**src/design/dba_pkg.sv**
```systemverilog
// Shared constants and types for the DMA bus arbitration block
package dba_pkg;
    localparam int CLK_HZ = 25000000;
    localparam int SYS_CLK_HZ = 4000000;
    localparam int NUM_CHAN = 4;
    localparam int CH_TESTER = 0;
    localparam int CH_FLOPPY = 1;
    localparam int CH_DISP_A = 2;
    localparam int CH_DISP_B = 3;
    localparam int LOW_ADDR_W = 5;
    localparam int DATA_W = 8;
    localparam int MIN_WAIT = 1;
    localparam int CNT_W = 16;
    localparam logic [CNT_W-1:0] CNT_ONE = 16'h0001;
    localparam logic [CNT_W-1:0] CNT_ZERO = 16'h0000;
    localparam logic [DATA_W-1:0] BYTE_ZERO = 8'h00;
    localparam logic [LOW_ADDR_W-1:0] LOW_ZERO = 5'h00;

    typedef enum logic [2:0] {
        DBA_IDLE = 3'b000,
        DBA_HOLD = 3'b001,
        DBA_ADDR = 3'b010,
        DBA_WAIT = 3'b011,
        DBA_XFER = 3'b100,
        DBA_DONE = 3'b101
    } dba_state_t;
endpackage : dba_pkg

```
**src/design/dba_bus_if.sv**
```systemverilog
// Interface joining the DMA end and the CPU/memory end
`timescale 1ns/10ps
`default_nettype none
interface dba_bus_if;
    import dba_pkg::*;
    logic holdReq;
    logic holdAck;
    logic dmaAddrEn;
    logic addrStrobe;
    logic [DATA_W-1:0] dmaData;
    logic dmaDataOeN;
    logic [LOW_ADDR_W-1:0] dmaLowAddr;
    logic dmaLowAddrOeN;
    logic [LOW_ADDR_W-1:0] cpuLowAddr;
    logic dmaMemRd;
    logic dmaMemWr;
    logic dmaStrobeOeN;
    logic memoryCycleDone;
    logic refreshBusy;
    logic waitDma;
    logic terminalCount;
    logic dmaChipSel;
    logic ioWr;
    logic [DATA_W-1:0] cpuData;

    modport dma (output holdReq, dmaAddrEn, addrStrobe, dmaData, dmaDataOeN, dmaLowAddr,
        dmaLowAddrOeN, dmaMemRd, dmaMemWr, dmaStrobeOeN, terminalCount,
        input holdAck, memoryCycleDone, refreshBusy, waitDma, dmaChipSel, ioWr,
        cpuLowAddr, cpuData);
    modport cpu (input holdReq, dmaAddrEn, addrStrobe, dmaData, dmaDataOeN, dmaLowAddr,
        dmaLowAddrOeN, dmaMemRd, dmaMemWr, dmaStrobeOeN, terminalCount,
        output holdAck, memoryCycleDone, refreshBusy, waitDma, dmaChipSel, ioWr,
        cpuLowAddr, cpuData);
endinterface : dba_bus_if
`default_nettype wire

```
**src/design/dba_dma_end.sv**
```systemverilog
// DMA end: four-channel arbiter, hold handshake, address latch, two-entry buffer
// Overview of operation
// - Channel 0 serves tester, answers tester grant
// - Channel 1 serves delayed floppy request, grants
// - Channels 2,3 serve display; grants combined
// - Pending request raises hold to stop CPU
// - CPU acks idle bus; no transfer before
// - After ack, assert address enable
// - Drive latch on data, pulse strobe; page loads a cycle later
// - Latch holds byte as address 8-15; tester strobe
// - Low address lines input programming, output DMA
// - Terminal count at channel's transfer end
// - At least one wait, more during refresh
// - CPU fetch gets wait states too
// - Memory done releases the waiting master
// - Strobes tri-state, owned by bus master
// - Tester or DMA may raise bus request
// - Runs from one system clock
// - Reset at power-up and front switch
`timescale 1ns/10ps
`default_nettype none
module dba_dma_end
    import dba_pkg::*;
#(
    parameter int XFER_LEN = 4
) (
    input wire logic clk,
    input wire logic resetn,
    dba_bus_if.dma bus,
    input wire logic testerRequest,
    input wire logic floppy_request_delayed,
    input wire logic displayRequestA,
    input wire logic displayRequestB,
    input wire logic tester_latch_strobe,
    input wire logic [DATA_W-1:0] tester_latch_data,
    input wire logic [DATA_W-1:0] srcData,
    input wire logic srcValid,
    output logic srcReady,
    output logic [DATA_W-1:0] sinkData,
    output logic sinkValid,
    input wire logic sinkReady,
    output logic tester_dma_grant,
    output logic floppy_dma_grant,
    output logic display_grant_a,
    output logic display_grant_b,
    output logic display_grant_combined,
    output logic [DATA_W-1:0] highAddr
);
    dba_state_t state_q, state_d;
    logic [1:0] chan_q, chan_d;
    logic [CNT_W-1:0] left_q, left_d;
    logic [CNT_W-1:0] waitCnt_q, waitCnt_d;
    logic [DATA_W-1:0] page_q, page_d;
    logic [LOW_ADDR_W-1:0] low_q, low_d;
    logic [DATA_W-1:0] latch_q, latch_d;
    logic [NUM_CHAN-1:0] grant_q, grant_d;
    logic tc_q, tc_d;
    logic [DATA_W-1:0] buf_q [2];
    logic [DATA_W-1:0] buf_d [2];
    logic [1:0] cnt_q, cnt_d;
    logic [NUM_CHAN-1:0] req;
    logic [NUM_CHAN-1:0] reqS1_q, reqS2_q;
    logic lsS1_q, lsS2_q;
    logic [DATA_W-1:0] ldS1_q, ldS2_q;
    logic push, pop;

    // Two-flop synchronisers for the request and latch pins
    always_ff @(posedge clk) begin
        if (!resetn) begin
            reqS1_q <= '0;
            reqS2_q <= '0;
            lsS1_q <= 1'b0;
            lsS2_q <= 1'b0;
            ldS1_q <= BYTE_ZERO;
            ldS2_q <= BYTE_ZERO;
        end else begin
            reqS1_q <= {displayRequestB, displayRequestA, floppy_request_delayed,
                testerRequest};
            reqS2_q <= reqS1_q;
            lsS1_q <= tester_latch_strobe;
            lsS2_q <= lsS1_q;
            ldS1_q <= tester_latch_data;
            ldS2_q <= ldS1_q;
        end
    end
    assign req = reqS2_q;

    assign push = srcValid && srcReady;
    assign pop = sinkValid && sinkReady;

    always_comb begin
        state_d = state_q;
        chan_d = chan_q;
        left_d = left_q;
        waitCnt_d = waitCnt_q;
        page_d = page_q;
        low_d = low_q;
        latch_d = latch_q;
        grant_d = '0;
        tc_d = 1'b0;
        // CPU programs page and low address while it owns the bus
        if (bus.dmaChipSel && bus.ioWr && state_q == DBA_IDLE) begin
            page_d = bus.cpuData;
            low_d = bus.cpuLowAddr;
        end
        if (lsS2_q) begin
            latch_d = ldS2_q;
        end
        unique case (state_q)
            DBA_IDLE: begin
                if (|req) begin
                    state_d = DBA_HOLD;
                    left_d = CNT_W'(XFER_LEN);
                    if (req[CH_TESTER]) chan_d = 2'(CH_TESTER);
                    else if (req[CH_FLOPPY]) chan_d = 2'(CH_FLOPPY);
                    else if (req[CH_DISP_A]) chan_d = 2'(CH_DISP_A);
                    else chan_d = 2'(CH_DISP_B);
                end
            end
            DBA_HOLD: begin
                if (bus.holdAck) begin
                    state_d = DBA_ADDR;
                end
            end
            DBA_ADDR: begin
                latch_d = page_q;
                waitCnt_d = CNT_W'(MIN_WAIT);
                state_d = DBA_WAIT;
            end
            DBA_WAIT: begin
                if (waitCnt_q != CNT_ZERO) begin
                    waitCnt_d = waitCnt_q - CNT_ONE;
                end else if (!bus.refreshBusy && !bus.waitDma && bus.memoryCycleDone
                    && cnt_q != 2'd2) begin
                    state_d = DBA_XFER;
                end
            end
            DBA_XFER: begin
                grant_d[chan_q] = 1'b1;
                low_d = low_q + LOW_ADDR_W'(1);
                left_d = left_q - CNT_ONE;
                if (left_q == CNT_ONE) begin
                    tc_d = 1'b1;
                    state_d = DBA_DONE;
                end else begin
                    waitCnt_d = CNT_W'(MIN_WAIT);
                    state_d = DBA_WAIT;
                end
            end
            DBA_DONE: begin
                state_d = DBA_IDLE;
            end
            default: state_d = DBA_IDLE;
        endcase
    end

    // Two-entry buffer; back-pressure stalls the transfer engine
    always_comb begin
        buf_d = buf_q;
        cnt_d = cnt_q;
        if (pop) begin
            buf_d[0] = buf_q[1];
            cnt_d = cnt_d - 2'd1;
        end
        if (push) begin
            // A pop shifts the queue, so the new word lands one slot lower
            buf_d[pop ? int'(cnt_q) - 1 : int'(cnt_q)] = srcData;
            cnt_d = cnt_d + 2'd1;
        end
    end

    always_ff @(posedge clk) begin
        if (!resetn) begin
            state_q <= DBA_IDLE;
            chan_q <= 2'b00;
            left_q <= CNT_ZERO;
            waitCnt_q <= CNT_ZERO;
            page_q <= BYTE_ZERO;
            low_q <= LOW_ZERO;
            latch_q <= BYTE_ZERO;
            grant_q <= '0;
            tc_q <= 1'b0;
            buf_q[0] <= BYTE_ZERO;
            buf_q[1] <= BYTE_ZERO;
            cnt_q <= 2'b00;
        end else begin
            state_q <= state_d;
            chan_q <= chan_d;
            left_q <= left_d;
            waitCnt_q <= waitCnt_d;
            page_q <= page_d;
            low_q <= low_d;
            latch_q <= latch_d;
            grant_q <= grant_d;
            tc_q <= tc_d;
            buf_q <= buf_d;
            cnt_q <= cnt_d;
        end
    end

    // Bus outputs registered from the next state
    logic own_q, strobe_q, rd_q, hold_q, dataOeN_q, ownN_q, dispComb_q;
    logic srcRdy_q, sinkVld_q;
    always_ff @(posedge clk) begin
        if (!resetn) begin
            own_q <= 1'b0;
            strobe_q <= 1'b0;
            rd_q <= 1'b0;
            hold_q <= 1'b0;
            dataOeN_q <= 1'b1;
            ownN_q <= 1'b1;
            dispComb_q <= 1'b0;
            srcRdy_q <= 1'b0;
            sinkVld_q <= 1'b0;
        end else begin
            own_q <= state_d inside {DBA_ADDR, DBA_WAIT, DBA_XFER};
            strobe_q <= state_d == DBA_ADDR;
            rd_q <= state_d == DBA_XFER;
            hold_q <= state_d != DBA_IDLE;
            dataOeN_q <= state_d != DBA_ADDR;
            ownN_q <= !(state_d inside {DBA_ADDR, DBA_WAIT, DBA_XFER});
            dispComb_q <= |grant_d[CH_DISP_B:CH_DISP_A];
            srcRdy_q <= cnt_d != 2'd2;
            sinkVld_q <= cnt_d != 2'd0;
        end
    end

    assign bus.holdReq = hold_q;
    assign bus.dmaAddrEn = own_q;
    assign bus.addrStrobe = strobe_q;
    assign bus.dmaData = latch_q;
    assign bus.dmaDataOeN = dataOeN_q;
    assign bus.dmaLowAddr = low_q;
    assign bus.dmaLowAddrOeN = ownN_q;
    assign bus.dmaMemRd = rd_q;
    assign bus.dmaMemWr = 1'b0;
    assign bus.dmaStrobeOeN = ownN_q;
    assign bus.terminalCount = tc_q;
    assign srcReady = srcRdy_q;
    assign sinkValid = sinkVld_q;
    assign sinkData = buf_q[0];
    assign tester_dma_grant = grant_q[CH_TESTER];
    assign floppy_dma_grant = grant_q[CH_FLOPPY];
    assign display_grant_a = grant_q[CH_DISP_A];
    assign display_grant_b = grant_q[CH_DISP_B];
    assign display_grant_combined = dispComb_q;
    assign highAddr = latch_q;
endmodule : dba_dma_end
`default_nettype wire

```
**src/flat_wrapper.sv**
```systemverilog
// flat-port wrapper written by rule: the top's interface ports become plain ports
module dba_dma_end_flat import dba_pkg::*;
#(
    parameter int XFER_LEN = 4
)
  (clk, resetn, testerRequest, floppy_request_delayed, displayRequestA, displayRequestB, tester_latch_strobe, tester_latch_data, srcData, srcValid, srcReady, sinkData, sinkValid, sinkReady, tester_dma_grant, floppy_dma_grant, display_grant_a, display_grant_b, display_grant_combined, highAddr, bus_holdReq, bus_dmaAddrEn, bus_addrStrobe, bus_dmaData, bus_dmaDataOeN, bus_dmaLowAddr, bus_dmaLowAddrOeN, bus_dmaMemRd, bus_dmaMemWr, bus_dmaStrobeOeN, bus_terminalCount, bus_holdAck, bus_memoryCycleDone, bus_refreshBusy, bus_waitDma, bus_dmaChipSel, bus_ioWr, bus_cpuLowAddr, bus_cpuData);
  dba_bus_if bus_i ();
  input wire logic clk;
  input wire logic resetn;
  input wire logic testerRequest;
  input wire logic floppy_request_delayed;
  input wire logic displayRequestA;
  input wire logic displayRequestB;
  input wire logic tester_latch_strobe;
  input wire logic [DATA_W-1:0] tester_latch_data;
  input wire logic [DATA_W-1:0] srcData;
  input wire logic srcValid;
  output logic srcReady;
  output logic [DATA_W-1:0] sinkData;
  output logic sinkValid;
  input wire logic sinkReady;
  output logic tester_dma_grant;
  output logic floppy_dma_grant;
  output logic display_grant_a;
  output logic display_grant_b;
  output logic display_grant_combined;
  output logic [DATA_W-1:0] highAddr;
  output wire logic [$bits(bus_i.holdReq)-1:0] bus_holdReq;
  output wire logic [$bits(bus_i.dmaAddrEn)-1:0] bus_dmaAddrEn;
  output wire logic [$bits(bus_i.addrStrobe)-1:0] bus_addrStrobe;
  output wire logic [$bits(bus_i.dmaData)-1:0] bus_dmaData;
  output wire logic [$bits(bus_i.dmaDataOeN)-1:0] bus_dmaDataOeN;
  output wire logic [$bits(bus_i.dmaLowAddr)-1:0] bus_dmaLowAddr;
  output wire logic [$bits(bus_i.dmaLowAddrOeN)-1:0] bus_dmaLowAddrOeN;
  output wire logic [$bits(bus_i.dmaMemRd)-1:0] bus_dmaMemRd;
  output wire logic [$bits(bus_i.dmaMemWr)-1:0] bus_dmaMemWr;
  output wire logic [$bits(bus_i.dmaStrobeOeN)-1:0] bus_dmaStrobeOeN;
  output wire logic [$bits(bus_i.terminalCount)-1:0] bus_terminalCount;
  input wire logic [$bits(bus_i.holdAck)-1:0] bus_holdAck;
  input wire logic [$bits(bus_i.memoryCycleDone)-1:0] bus_memoryCycleDone;
  input wire logic [$bits(bus_i.refreshBusy)-1:0] bus_refreshBusy;
  input wire logic [$bits(bus_i.waitDma)-1:0] bus_waitDma;
  input wire logic [$bits(bus_i.dmaChipSel)-1:0] bus_dmaChipSel;
  input wire logic [$bits(bus_i.ioWr)-1:0] bus_ioWr;
  input wire logic [$bits(bus_i.cpuLowAddr)-1:0] bus_cpuLowAddr;
  input wire logic [$bits(bus_i.cpuData)-1:0] bus_cpuData;
  assign bus_holdReq = bus_i.holdReq;
  assign bus_dmaAddrEn = bus_i.dmaAddrEn;
  assign bus_addrStrobe = bus_i.addrStrobe;
  assign bus_dmaData = bus_i.dmaData;
  assign bus_dmaDataOeN = bus_i.dmaDataOeN;
  assign bus_dmaLowAddr = bus_i.dmaLowAddr;
  assign bus_dmaLowAddrOeN = bus_i.dmaLowAddrOeN;
  assign bus_dmaMemRd = bus_i.dmaMemRd;
  assign bus_dmaMemWr = bus_i.dmaMemWr;
  assign bus_dmaStrobeOeN = bus_i.dmaStrobeOeN;
  assign bus_terminalCount = bus_i.terminalCount;
  assign bus_i.holdAck = bus_holdAck;
  assign bus_i.memoryCycleDone = bus_memoryCycleDone;
  assign bus_i.refreshBusy = bus_refreshBusy;
  assign bus_i.waitDma = bus_waitDma;
  assign bus_i.dmaChipSel = bus_dmaChipSel;
  assign bus_i.ioWr = bus_ioWr;
  assign bus_i.cpuLowAddr = bus_cpuLowAddr;
  assign bus_i.cpuData = bus_cpuData;
  dba_dma_end #(.XFER_LEN(XFER_LEN)) u_core (.clk(clk), .resetn(resetn), .bus(bus_i), .testerRequest(testerRequest), .floppy_request_delayed(floppy_request_delayed), .displayRequestA(displayRequestA), .displayRequestB(displayRequestB), .tester_latch_strobe(tester_latch_strobe), .tester_latch_data(tester_latch_data), .srcData(srcData), .srcValid(srcValid), .srcReady(srcReady), .sinkData(sinkData), .sinkValid(sinkValid), .sinkReady(sinkReady), .tester_dma_grant(tester_dma_grant), .floppy_dma_grant(floppy_dma_grant), .display_grant_a(display_grant_a), .display_grant_b(display_grant_b), .display_grant_combined(display_grant_combined), .highAddr(highAddr));
endmodule
```
**config.mk**
```make
export PLATFORM = sky130hd
export DESIGN_NAME = dba_dma_end_flat
export DESIGN_NICKNAME = d
export VERILOG_FILES = /design/src/design/dba_pkg.sv /design/src/design/dba_bus_if.sv /design/src/design/dba_dma_end.sv /design/src/flat_wrapper.sv
export SDC_FILE = /design/constraint.sdc
export NUM_CORES = 1
export LEC_CHECK = 0
export BUFFER_PORTS_ARGS = -buffer_cell sky130_fd_sc_hd__clkbuf_2
export CAP_MARGIN = 40
export CORE_MARGIN = 2
export CORE_UTILIZATION = 60
export DETAILED_ROUTE_END_ITERATION = 7
export GPL_TIMING_DRIVEN = 0
export PLACE_DENSITY = 0.85
export SLEW_MARGIN = 5
export SYNTH_ARGS = -nofsm -noshare
export SYNTH_HDL_FRONTEND = slang
export SYNTH_SLANG_ARGS = --single-unit
```
**constraint.sdc**
```tcl
create_clock -name clk -period 4.4 [get_ports clk]
set_input_delay 0.44 -clock clk [delete_from_list [all_inputs] [get_ports clk]]
set_output_delay 0.44 -clock clk [all_outputs]
set_load 0.005 [all_outputs]
```
==> flow_summary_export.csv, run 1 <==
group,metric,value,unit
synthesis,ys_types,52,
drt,via_per_inst,5.92,
cts,hold_buffers,0,
pwr,power_switching,974,µW
drt,firstDrtPassIters,7,
floorplanning,ioPinCount,89,
sta,finalMaxSlewViolations,0,
synthesis,synthFlopType,"dfxtp_1",
final_layout,regArea,2320,µm²
final_layout,antenna-diode-count,0,
outcome,status,"completed",
worst_setup_path,end_kind,"flip-flop",
pwr,pwr-share-clk,42.9,%
synthesis,synth-seq-cells,116,
drt,drt-total-wl,12700,µm
floorplanning,core,7810,µm²
synthesis,synth_top_cell_by_area,"dfxtp_1",
cts,cts_tree,"built",
sta,hold_violations,0,
placed_design,port_buffers,87,
pwr,ir_drop,0.305,mV
cts,cts.sinks,116,
synthesis,synth.most_common_cell,"dfxtp_1",
worst_setup_path,criticalPathCategory,"flip-flop to flip-flop",
worst_setup_path,arrival,3.29,ns
pwr,p_comb_share,19.7,%
worst_setup_path,worst-endpoint-required,4.83,ns
drt,vias,4561,
floorplanning,start_util,62.7,%
synthesis,synth_edf_count,0,
drt,drt_drc_violations_left,0,
worst_setup_path,worstPathMaxFanout,10,
pwr,p_per_area,542,nW/µm²
global_routing,grt_pass1_wl,20700,µm
cts,cts-buffers-inserted,17,
pwr,p_seq_share,37.4,%
placed_design,dp_hpwl,8430,µm
final_layout,nets,707,
floorplanning,die_h,94.3,µm
synthesis,async_reset_ff_share,0,%
synthesis,synth-seq-area-share,47.4,%
sta,fin_crit_sh,64.9,%
sta,rsz0062_at_grt,"no",
floorplanning,die_x,94.3,µm
placed_design,gp_congestion,0.895,
synthesis,synthTopCellsByArea,"dfxtp_1 47%, mux2i_1 4.5%, and2_1 4.2%, nand2_1 4.0%, nor2_1 3.9%",
pwr,swShare,29.5,%
global_routing,antenna_found_initial,0,
synthesis,ys_warn_count,0,
placed_design,dpl_cell_area,5480,µm²
synthesis,synth_common_cells,"116 x dfxtp_1, 52 x nand2_1, 51 x nor2_1, 34 x a21oi_1, 33 x and2_1",
cts,cts-root-buf,"clkbuf_8",
drt,drt_iter0_drc,299,
synthesis,postSynthCellCount,547,
pwr,leakage,0.00257,µW
cts,post_cts_buffers,0,
cts,clkTransAtPathRegs,0.07,ns
sta,slew-limit-headroom,56.1,%
floorplanning,die_area,8900,µm²
pwr,p_int,2330,µW
drt,antenna_left,0,
cts,clk_latency,0.52,ns
final_layout,multiInputGateArea,2270,µm²
cts,htree_levels,4,
drt,wire_per_inst,16.5,µm
sta,worst_pin_slew,0.653,ns
global_routing,track_usage,29.7,%
hold_path,hp-class,"primary input to flip-flop",
global_routing,grt_pass1_vias,4268,
floorplanning,rows,32,
sta,finClkSkew,0.0113,ns
final_layout,area_growth,24.4,%
worst_setup_path,critPathLaunchType,"flip-flop",
sta,fin_crit,2.85,ns
synthesis,synth_area_per_cell,8.95,µm²
pwr,power,3300,µW
global_routing,grt-ovfl-total,0,
sta,clock.fmax,350,MHz
sta,tns,0,ns
synthesis,synth_top_cell_area_share,47.4,%
final_layout,fin_util,78.0,%
cts,clockBufferDepth,2,
job,maxCapViolCount,0,
final_layout,drive_gt1_share,23.2,%
synthesis,syn_nets,599,
synthesis,synth_area,4900,µm²
global_routing,grt_max_degree,17,
final_layout,stdcell_area,6090,µm²
final_layout,fillers,520,
sta,setup_viol,0,
cts,ctsResizeCount,0,
-- power by group through the flow --
stage               combinational, µW  clock [µW]  sequential [µW]
global route                      725        1470             1250
detailed placement                623           0             1250
floorplan                         443           0             1230
CTS                               642        1410             1230
global placement                  597           0             1240
finish                            650        1420             1240
-- path summary, 6_finish.rpt --
path	startpoint	end	slack (ns)	cells after the start
min reg2reg	u_core.reqS1_q[0]	u_core.req[0]	0.43	1
min	tester_latch_data[0]	u_core.ldS1_q[0]	0.13	2
max	u_core.sinkValid	u_core.sinkData[0]	1.55	9
max reg2reg	u_core.sinkValid	u_core.sinkData[0]	1.55	9
-- logic make-up after synthesis --
logic type	synth area share [%]
compound gates	12.9
buf+inv	6.31
simple gates	25.7
mux	5.19
xor+xnor	0.358
flops	47.4
fa+ha+maj	2.04
other cells	0.0766
-- metal layers --
metal,vias up,wire length (µm),track usage (%)
li1,2167,-,-
met1,2164,5200,35.7
met2,199,6310,51.1
met3,31,888,7.50
met4,0,299,11.7
met5,-,0,0
-- state kept, by name (all words and copies together), names as in the netlist, 2 cells and up, named ones only --
signal                 cells
u_core.left_q             16
u_core.waitCnt_q          16
u_core.bus.dmaData         8
u_core.ldS1_q              8
u_core.ldS2_q              8
u_core.page_q              8
u_core.sinkData            8
u_core.bus.dmaLowAddr      5
u_core.grant_q             4
u_core.reqS1_q             4
u_core.req                 4
u_core.state_q             3
u_core.chan_q              2
u_core.cnt_q               2
-- cell type report --
cell class              count  share of cell area, %
plain buffers              49                   4.27
multi-input cells         369                   37.2
clock inverters            13                   2.87
inverters                  13                  0.801
clock buffers              19                   7.25
flip-flops and latches    116                   38.1
repair buffers             89                   7.41
well taps                 102                   2.09
-- layout by cell type (no fill, tap or decap), types with 18 or more instances in the layout --
cell	instances
and2_1	33
nand3_1	22
clkbuf_2	87
nand2_1	52
dfxtp_1	116
a21oi_1	34
mux2i_1	22
nor2_1	51
clkbuf_1	25
buf_4	18
-- worst max-delay path: stages, from the launching register on --
cell and delay [ns]:
dfxtp_1 0.40, nand2_1 0.22, xnor2_1 0.46, inv_1 0.09
ha_1 0.21, a311oi_1 0.36, nand3b_1 0.32, clkbuf_1 0.38
nor2_1 0.09, a311oi_1 0.24
-- stage by stage --
| step | setup WS, ns | hold slack (ns) | cells |
|---|---|---|---|
| 5_1_grt | 1.24 | 0.116 | 770 |
| 4_1_cts | 1.61 | 0.119 | 770 |
| 3_3_place_gp | 1.63 | 0.414 | 736 |
| 2_1_floorplan | 2.04 | 0.412 | 547 |
| 6_report | 1.55 | 0.126 | 770 |
| 3_5_place_dp | 1.51 | 0.420 | 738 |
Note: power is estimated with default switching activity, not from simulation.
==> inputs of run 2 (changes only) <==
- CORE_UTILIZATION: 60 -> 55
- PLACE_DENSITY: 0.85 -> 0.79
- clock period: 4.4 -> 3 ns (I/O delays scaled with it)
==> run 2 against run 1 <==
Count of clock-buffer cells in the layout decreased by 2. Via count fell by 0.46%. Worst hold slack got worse by 0.11 ns. Core utilization decreased by 6.5 points. Clock skew barely moved. Global-route usage down 4.0 points. Sequential cell count unchanged. Sequential share of layout area down 0.70 points. Largest cell class unchanged.
==> flow_summary_export.csv, run 2 (synthesis gave the netlist of run 1 again) <==
group,metric,value,unit
outcome,status,"completed",
hold_path,hp-class,"primary input to flip-flop",
cts,cts-buffers-inserted,17,
worst_setup_path,worst-endpoint-required,3.41,ns
cts,clockBufferDepth,2,
floorplanning,die_h,98.4,µm
final_layout,final_common_cell,"dfxtp_1",
worst_setup_path,critPathLaunchType,"flip-flop",
worst_setup_path,end_kind,"flip-flop",
job,maxCapViolCount,0,
worst_setup_path,criticalPathCategory,"flip-flop to flip-flop",
floorplanning,die_x,98.4,µm
sta,slew-limit-headroom,57.8,%
drt,drt_iter0_drc,222,
worst_setup_path,r2r-start,"u_core.left_q[0]",
worst_setup_path,critPathMaxStageDelay,0.54,ns
global_routing,grt_max_degree,17,
placed_design,place_worst_setup_slack,0.235,ns
sta,fin_crit_sh,89.5,%
cts,cts-root-buf,"clkbuf_8",
drt,drt_drc_violations_left,0,
sta,timing.final.ws_setup,0.316,ns
global_routing,grt_pass1_wl,20200,µm
global_routing,track_usage,25.7,%
worst_setup_path,crit_slowest_cell,"or4_4",
final_layout,largestRegisters,"u_core.left_q x16, u_core.waitCnt_q x16",
worst_setup_path,path_depth,7,
final_layout,layout_common_cells,"116 x dfxtp_1, 88 x clkbuf_2, 52 x nand2_1",
final_layout,area_growth,26.8,%
pwr,p_per_area,753,nW/µm²
final_layout,drive_gt1_share,23.0,%
placed_design,gp_congestion,0.845,
floorplanning,core,8680,µm²
floorplanning,die_area,9670,µm²
cts,clk_latency,0.52,ns
worst_setup_path,reg2reg_slack,0.32,ns
floorplanning,rows,34,
drt,drt-total-wl,12100,µm
worst_setup_path,reg2reg_to,"u_core.waitCnt_q[1]",
cts,post_cts_buffers,0,
cts,cts_tree,"built",
drt,wire_per_inst,15.3,µm
drt,via_per_inst,5.73,
drt,firstDrtPassIters,6,
worst_setup_path,arrival,3.09,ns
sta,finClkSkew,0.0112,ns
sta,hold_violations,0,
global_routing,grt-ovfl-total,0,
sta,setup_viol,0,
sta,finalMaxSlewViolations,0,
sta,fin_crit,2.68,ns
final_layout,nets,723,
global_routing,grt_pass1_vias,4398,
worst_setup_path,crit_family,"simple AND/OR/NAND/NOR gates",
floorplanning,start_util,56.4,%
cts,clkTransAtPathRegs,0.06,ns
sta,rsz0062_at_grt,"no",
sta,clock.fmax,373,MHz
drt,vias,4540,
pwr,leakage,0.00262,µW
pwr,ir_drop,0.462,mV
worst_setup_path,path_cells,"ha_1 > or4b_1 > or4_4 > nand2_1 > clkbuf_1 > nand3_1 > o32ai_1",
placed_design,port_buffers,87,
worst_setup_path,crit_start,"u_core.left_q[0]",
worst_setup_path,cp_num_buf_inv,1,
cts,cts.sinks,116,
floorplanning,ioPinCount,89,
worst_setup_path,reg2reg_depth,7,
placed_design,dp_hpwl,8120,µm
cts,htree_levels,4,
drt,antenna_left,0,
sta,worst_pin_slew,0.629,ns
sta,tns,0,ns
final_layout,antenna-diode-count,0,
worst_setup_path,worstPathMaxFanout,10,
global_routing,antenna_found_initial,0,
worst_setup_path,critPathCapture,"u_core.waitCnt_q[1]",
run 2: cell types whose count changed in the layout (fill, tap and decap cells not counted), sizes merged:
cell / delta
dlygate4sd3: +16
inv: +5
clkinv: -3
bufinv: -2
clkbuf: -2
clkinvlp: +2
buf: +1
clkdlybuf4s15: -1
run 2: timing repair:
item | CTS | global route
endpoints found under the setup margin | 0 | 8
gates resized for setup | 0 | 3
hold endpoints to repair | 16 | 0
hold buffers | 16 | 0
run 2: report_power, final:
group / switching [µW] / internal (µW) / total, µW / leakage (µW)
clock: 784 / 1120 / 1900 / 0.000264
combinational: 548 / 418 / 966 / 0.00140
sequential: 111 / 1700 / 1810 / 0.000947
run 2: tightest hold or removal path: cells and delay by family:
| family | cells | cell delay, ns |
|---|---|---|
| buffers and inverters | 1 | 0.09 |
| and+or+nand+nor | 1 | 0.05 |
| AOI/OAI and AO/OA | 1 | 0.05 |
run 2: routing by layer:
metal	wire, µm	vias up	track usage [%]
li1	-	2189	-
met1	5180	2135	31.3
met2	6020	191	43.4
met3	695	25	7.09
met4	244	0	9.48
met5	0	-	0
run 2: layout make-up:
cell class / instances / area (µm²)
fillers: 652 / 2470
flip-flops and latches: 116 / 2320
multi-input cells: 369 / 2270
repair buffers: 105 / 606
clock buffers: 17 / 414
plain buffers: 49 / 262
clock inverters: 15 / 146
well taps: 108 / 135
inverters: 13 / 48.8
run 2: how the worst min path moves through the flow:
stage	from	end	slack [ns]	cells after the start
2_1_floorplan	u_core.ldS1_q[0]	u_core.ldS2_q[0]	0.41	1
3_3_place_gp	u_core.ldS1_q[7]	u_core.ldS2_q[7]	0.42	1
3_5_place_dp	u_core.ldS1_q[3]	u_core.ldS2_q[3]	0.42	1
4_1_cts	bus_cpuData[7]	u_core.page_q[7]	0.003	3
5_1_grt	bus_cpuData[0]	u_core.page_q[0]	0.01	3
6_report	bus_cpuData[7]	u_core.page_q[7]	0.02	3
run 2: through the flow:
step / area [µm²] / power [µW] / util [%] / hold slack, ns / cells
2_1_floorplan: 4900 / 2460 / - / 0.412 / 547
3_3_place_gp: 5470 / 2710 / 63.0 / 0.415 / 742
3_5_place_dp: 5480 / 2740 / 63.1 / 0.421 / 744
4_1_cts: 6200 / 4650 / 71.4 / 0.00304 / 792
5_1_grt: 6210 / 4890 / 71.5 / 0.0111 / 792
6_report: 6210 / 4670 / 71.5 / 0.0165 / 792
==> inputs of run 3 (changes only) <==
- CORE_UTILIZATION: 55 -> 50
- PLACE_DENSITY: 0.79 -> 0.76
- TNS_END_PERCENT: default -> 20
- clock period: 3 -> 2.34 ns (I/O delays scaled with it)
==> run 3 against run 2 <==
The flow now finishes with violations (setup timing). Combinational power is 39% higher. Sequential share of layout area is 1.9 points lower. Global-route usage down 1.3 points. Clock skew fell by 0.0014 ns. Core utilization is 3.5 points lower. Worst setup slack worse by 0.46 ns. Sequential power increased by 29%. First-iteration DRC count fell by 2.7%. Worst hold slack better by 0.0083 ns. Register-to-register slack worse by 0.46 ns. Critical path depth rose by 1.
==> flow_summary_export.csv, run 3 (synthesis gave the netlist of run 1 again) <==
group,metric,value,unit
drt,via_per_inst,5.53,
drt,wl_met2,6860,µm
floorplanning,die_h,103,µm
final_layout,largestRegisters,"u_core.left_q x16, u_core.waitCnt_q x16",
drt,antenna_left,0,
worst_setup_path,end_kind,"flip-flop",
worst_setup_path,worstPathMaxFanout,5,
outcome,status,"finished with violations",
floorplanning,rows,36,
floorplanning,core,9640,µm²
pwr,ir_drop,0.521,mV
sta,fin_crit,2.48,ns
outcome,violations,"setup timing",
final_layout,antenna-diode-count,0,
floorplanning,die_x,103,µm
worst_setup_path,arrival,2.94,ns
sta,finalMaxSlewViolations,0,
global_routing,grt_max_degree,17,
sta,slew-limit-headroom,56.7,%
drt,vias,4605,
placed_design,dp_hpwl,8450,µm
cts,clockBufferDepth,2,
pwr,leakage,0.00277,µW
global_routing,track_usage,24.4,%
worst_setup_path,worst-endpoint-required,2.79,ns
sta,setup_viol,13,
drt,routed.top_layer,"met4",
worst_setup_path,criticalPathCategory,"flip-flop to flip-flop",
placed_design,port_buffers,87,
cts,cts-root-buf,"clkbuf_8",
drt,firstDrtPassIters,5,
hold_path,hp-class,"primary input to flip-flop",
global_routing,grt_pass1_vias,4356,
drt,drt_drc_violations_left,0,
final_layout,drive_gt1_share,25.7,%
pwr,p_per_area,988,nW/µm²
sta,hold_violations,0,
final_layout,layout_common_cells,"113 x dfxtp_1, 90 x clkbuf_2, 51 x nand2_1, 51 x nor2_1",
cts,cts_tree,"built",
floorplanning,start_util,50.8,%
sta,finClkSkew,0.00985,ns
global_routing,grt-ovfl-total,0,
cts,htree_levels,4,
sta,worst_pin_slew,0.645,ns
job,maxCapViolCount,0,
cts,cts.sinks,116,
floorplanning,die_area,10600,µm²
final_layout,area_growth,34.0,%
cts,clk_latency,0.52,ns
sta,timing.final.ws_setup,-0.143,ns
sta,clock.fmax,403,MHz
cts,cts-buffers-inserted,17,
sta,fin_crit_sh,106,%
drt,drt-total-wl,13000,µm
global_routing,antenna_found_initial,0,
placed_design,gp_congestion,0.879,
pwr,power,6480,µW
final_layout,final_common_cell,"dfxtp_1",
drt,wire_per_inst,15.6,µm
placed_design,place_worst_setup_slack,-0.531,ns
floorplanning,ioPinCount,89,
cts,clkTransAtPathRegs,0.06,ns
drt,drt-met1-wl,5350,µm
worst_setup_path,critPathLaunchType,"flip-flop",
final_layout,nets,739,
drt,met3RoutedLength,677,µm
sta,rsz0062_at_grt,"yes",
global_routing,grt_pass1_wl,20200,µm
drt,drt_iter0_drc,216,
-- run 3: changes by cell type in the layout (fill, tap and decap cells not counted), sizes merged --
cell | previous run | this run
bufinv | 1 | 5
clkinv | 3 | 5
dlygate4sd3 | 16 | 29
buf | 26 | 31
clkinvlp | 4 | 2
clkbuf | 129 | 127
inv | 20 | 16
-- run 3: critical path: stages, from the launching register on --
cell and delay (ns):
dfxtp_2 0.33, inv_2 0.08, ha_4 0.11, or4b_4 0.44, or4_4 0.55, and2_4 0.20
buf_6 0.12, or4_1 0.52, nand2_1 0.07
-- run 3: path summary, 6_finish.rpt --
kind / cells after the start / end / slack, ns / startpoint
setup / recovery: 8 / u_core.waitCnt_q[4] / -0.14 / u_core.left_q[1]
hold reg to reg: 1 / u_core.ldS2_q[3] / 0.43 / u_core.ldS1_q[3]
setup reg to reg: 8 / u_core.waitCnt_q[4] / -0.14 / u_core.left_q[1]
hold / removal: 3 / u_core.sinkData[4] / 0.02 / srcData[4]
-- run 3: repair_timing --
item | in CTS | in global routing
hold buffers | 29 | 0
buffers inserted | 2 | 2
hold endpoints to repair | 29 | 0
gates cloned | 0 | 1
pin swaps | 10 | 5
endpoints found under the setup margin | 43 | 26
gates resized for setup | 15 | 17
-- run 3: stage by stage --
step           cell area [µm²]  std cells  TNS, ns  utilization, %  hold slack, ns
3_5_place_dp              5500        768    -8.51            57.1           0.419
6_report                  6560        833    -1.30            68.1          0.0247
4_1_cts                   6490        831   -0.780            67.3          0.0222
2_1_floorplan             4900        547        0               -           0.361
3_3_place_gp              5500        767    -4.95            57.0           0.414
5_1_grt                   6560        833    -1.94            68.1          0.0306
-- run 3: layout make-up --
| type | count | area, µm² |
|---|---|---|
| Buffer | 48 | 275 |
| Clock buffer | 17 | 414 |
| Clock inverter | 15 | 228 |
| Fill cell | 778 | 3080 |
| Inverter | 13 | 48.8 |
| Multi-Input combinational cell | 369 | 2330 |
| Sequential cell | 116 | 2330 |
| Tap cell | 133 | 166 |
| Timing Repair Buffer | 122 | 766 |
-- run 3: where the power goes --
part	internal [µW]	leakage, µW	total (µW)	switching [µW]
combinational	596	0.00151	1340	747
sequential	2170	0.000949	2330	153
clock	1850	0.000309	2820	970
total	4610	0.00277	6480	1870
-- run 3: metal layers --
metal | global-route usage (%) | vias up
li1 | - | 2223
met1 | 28.8 | 2202
met2 | 43.1 | 161
met3 | 5.97 | 19
met4 | 8.60 | 0
met5 | 0 | -
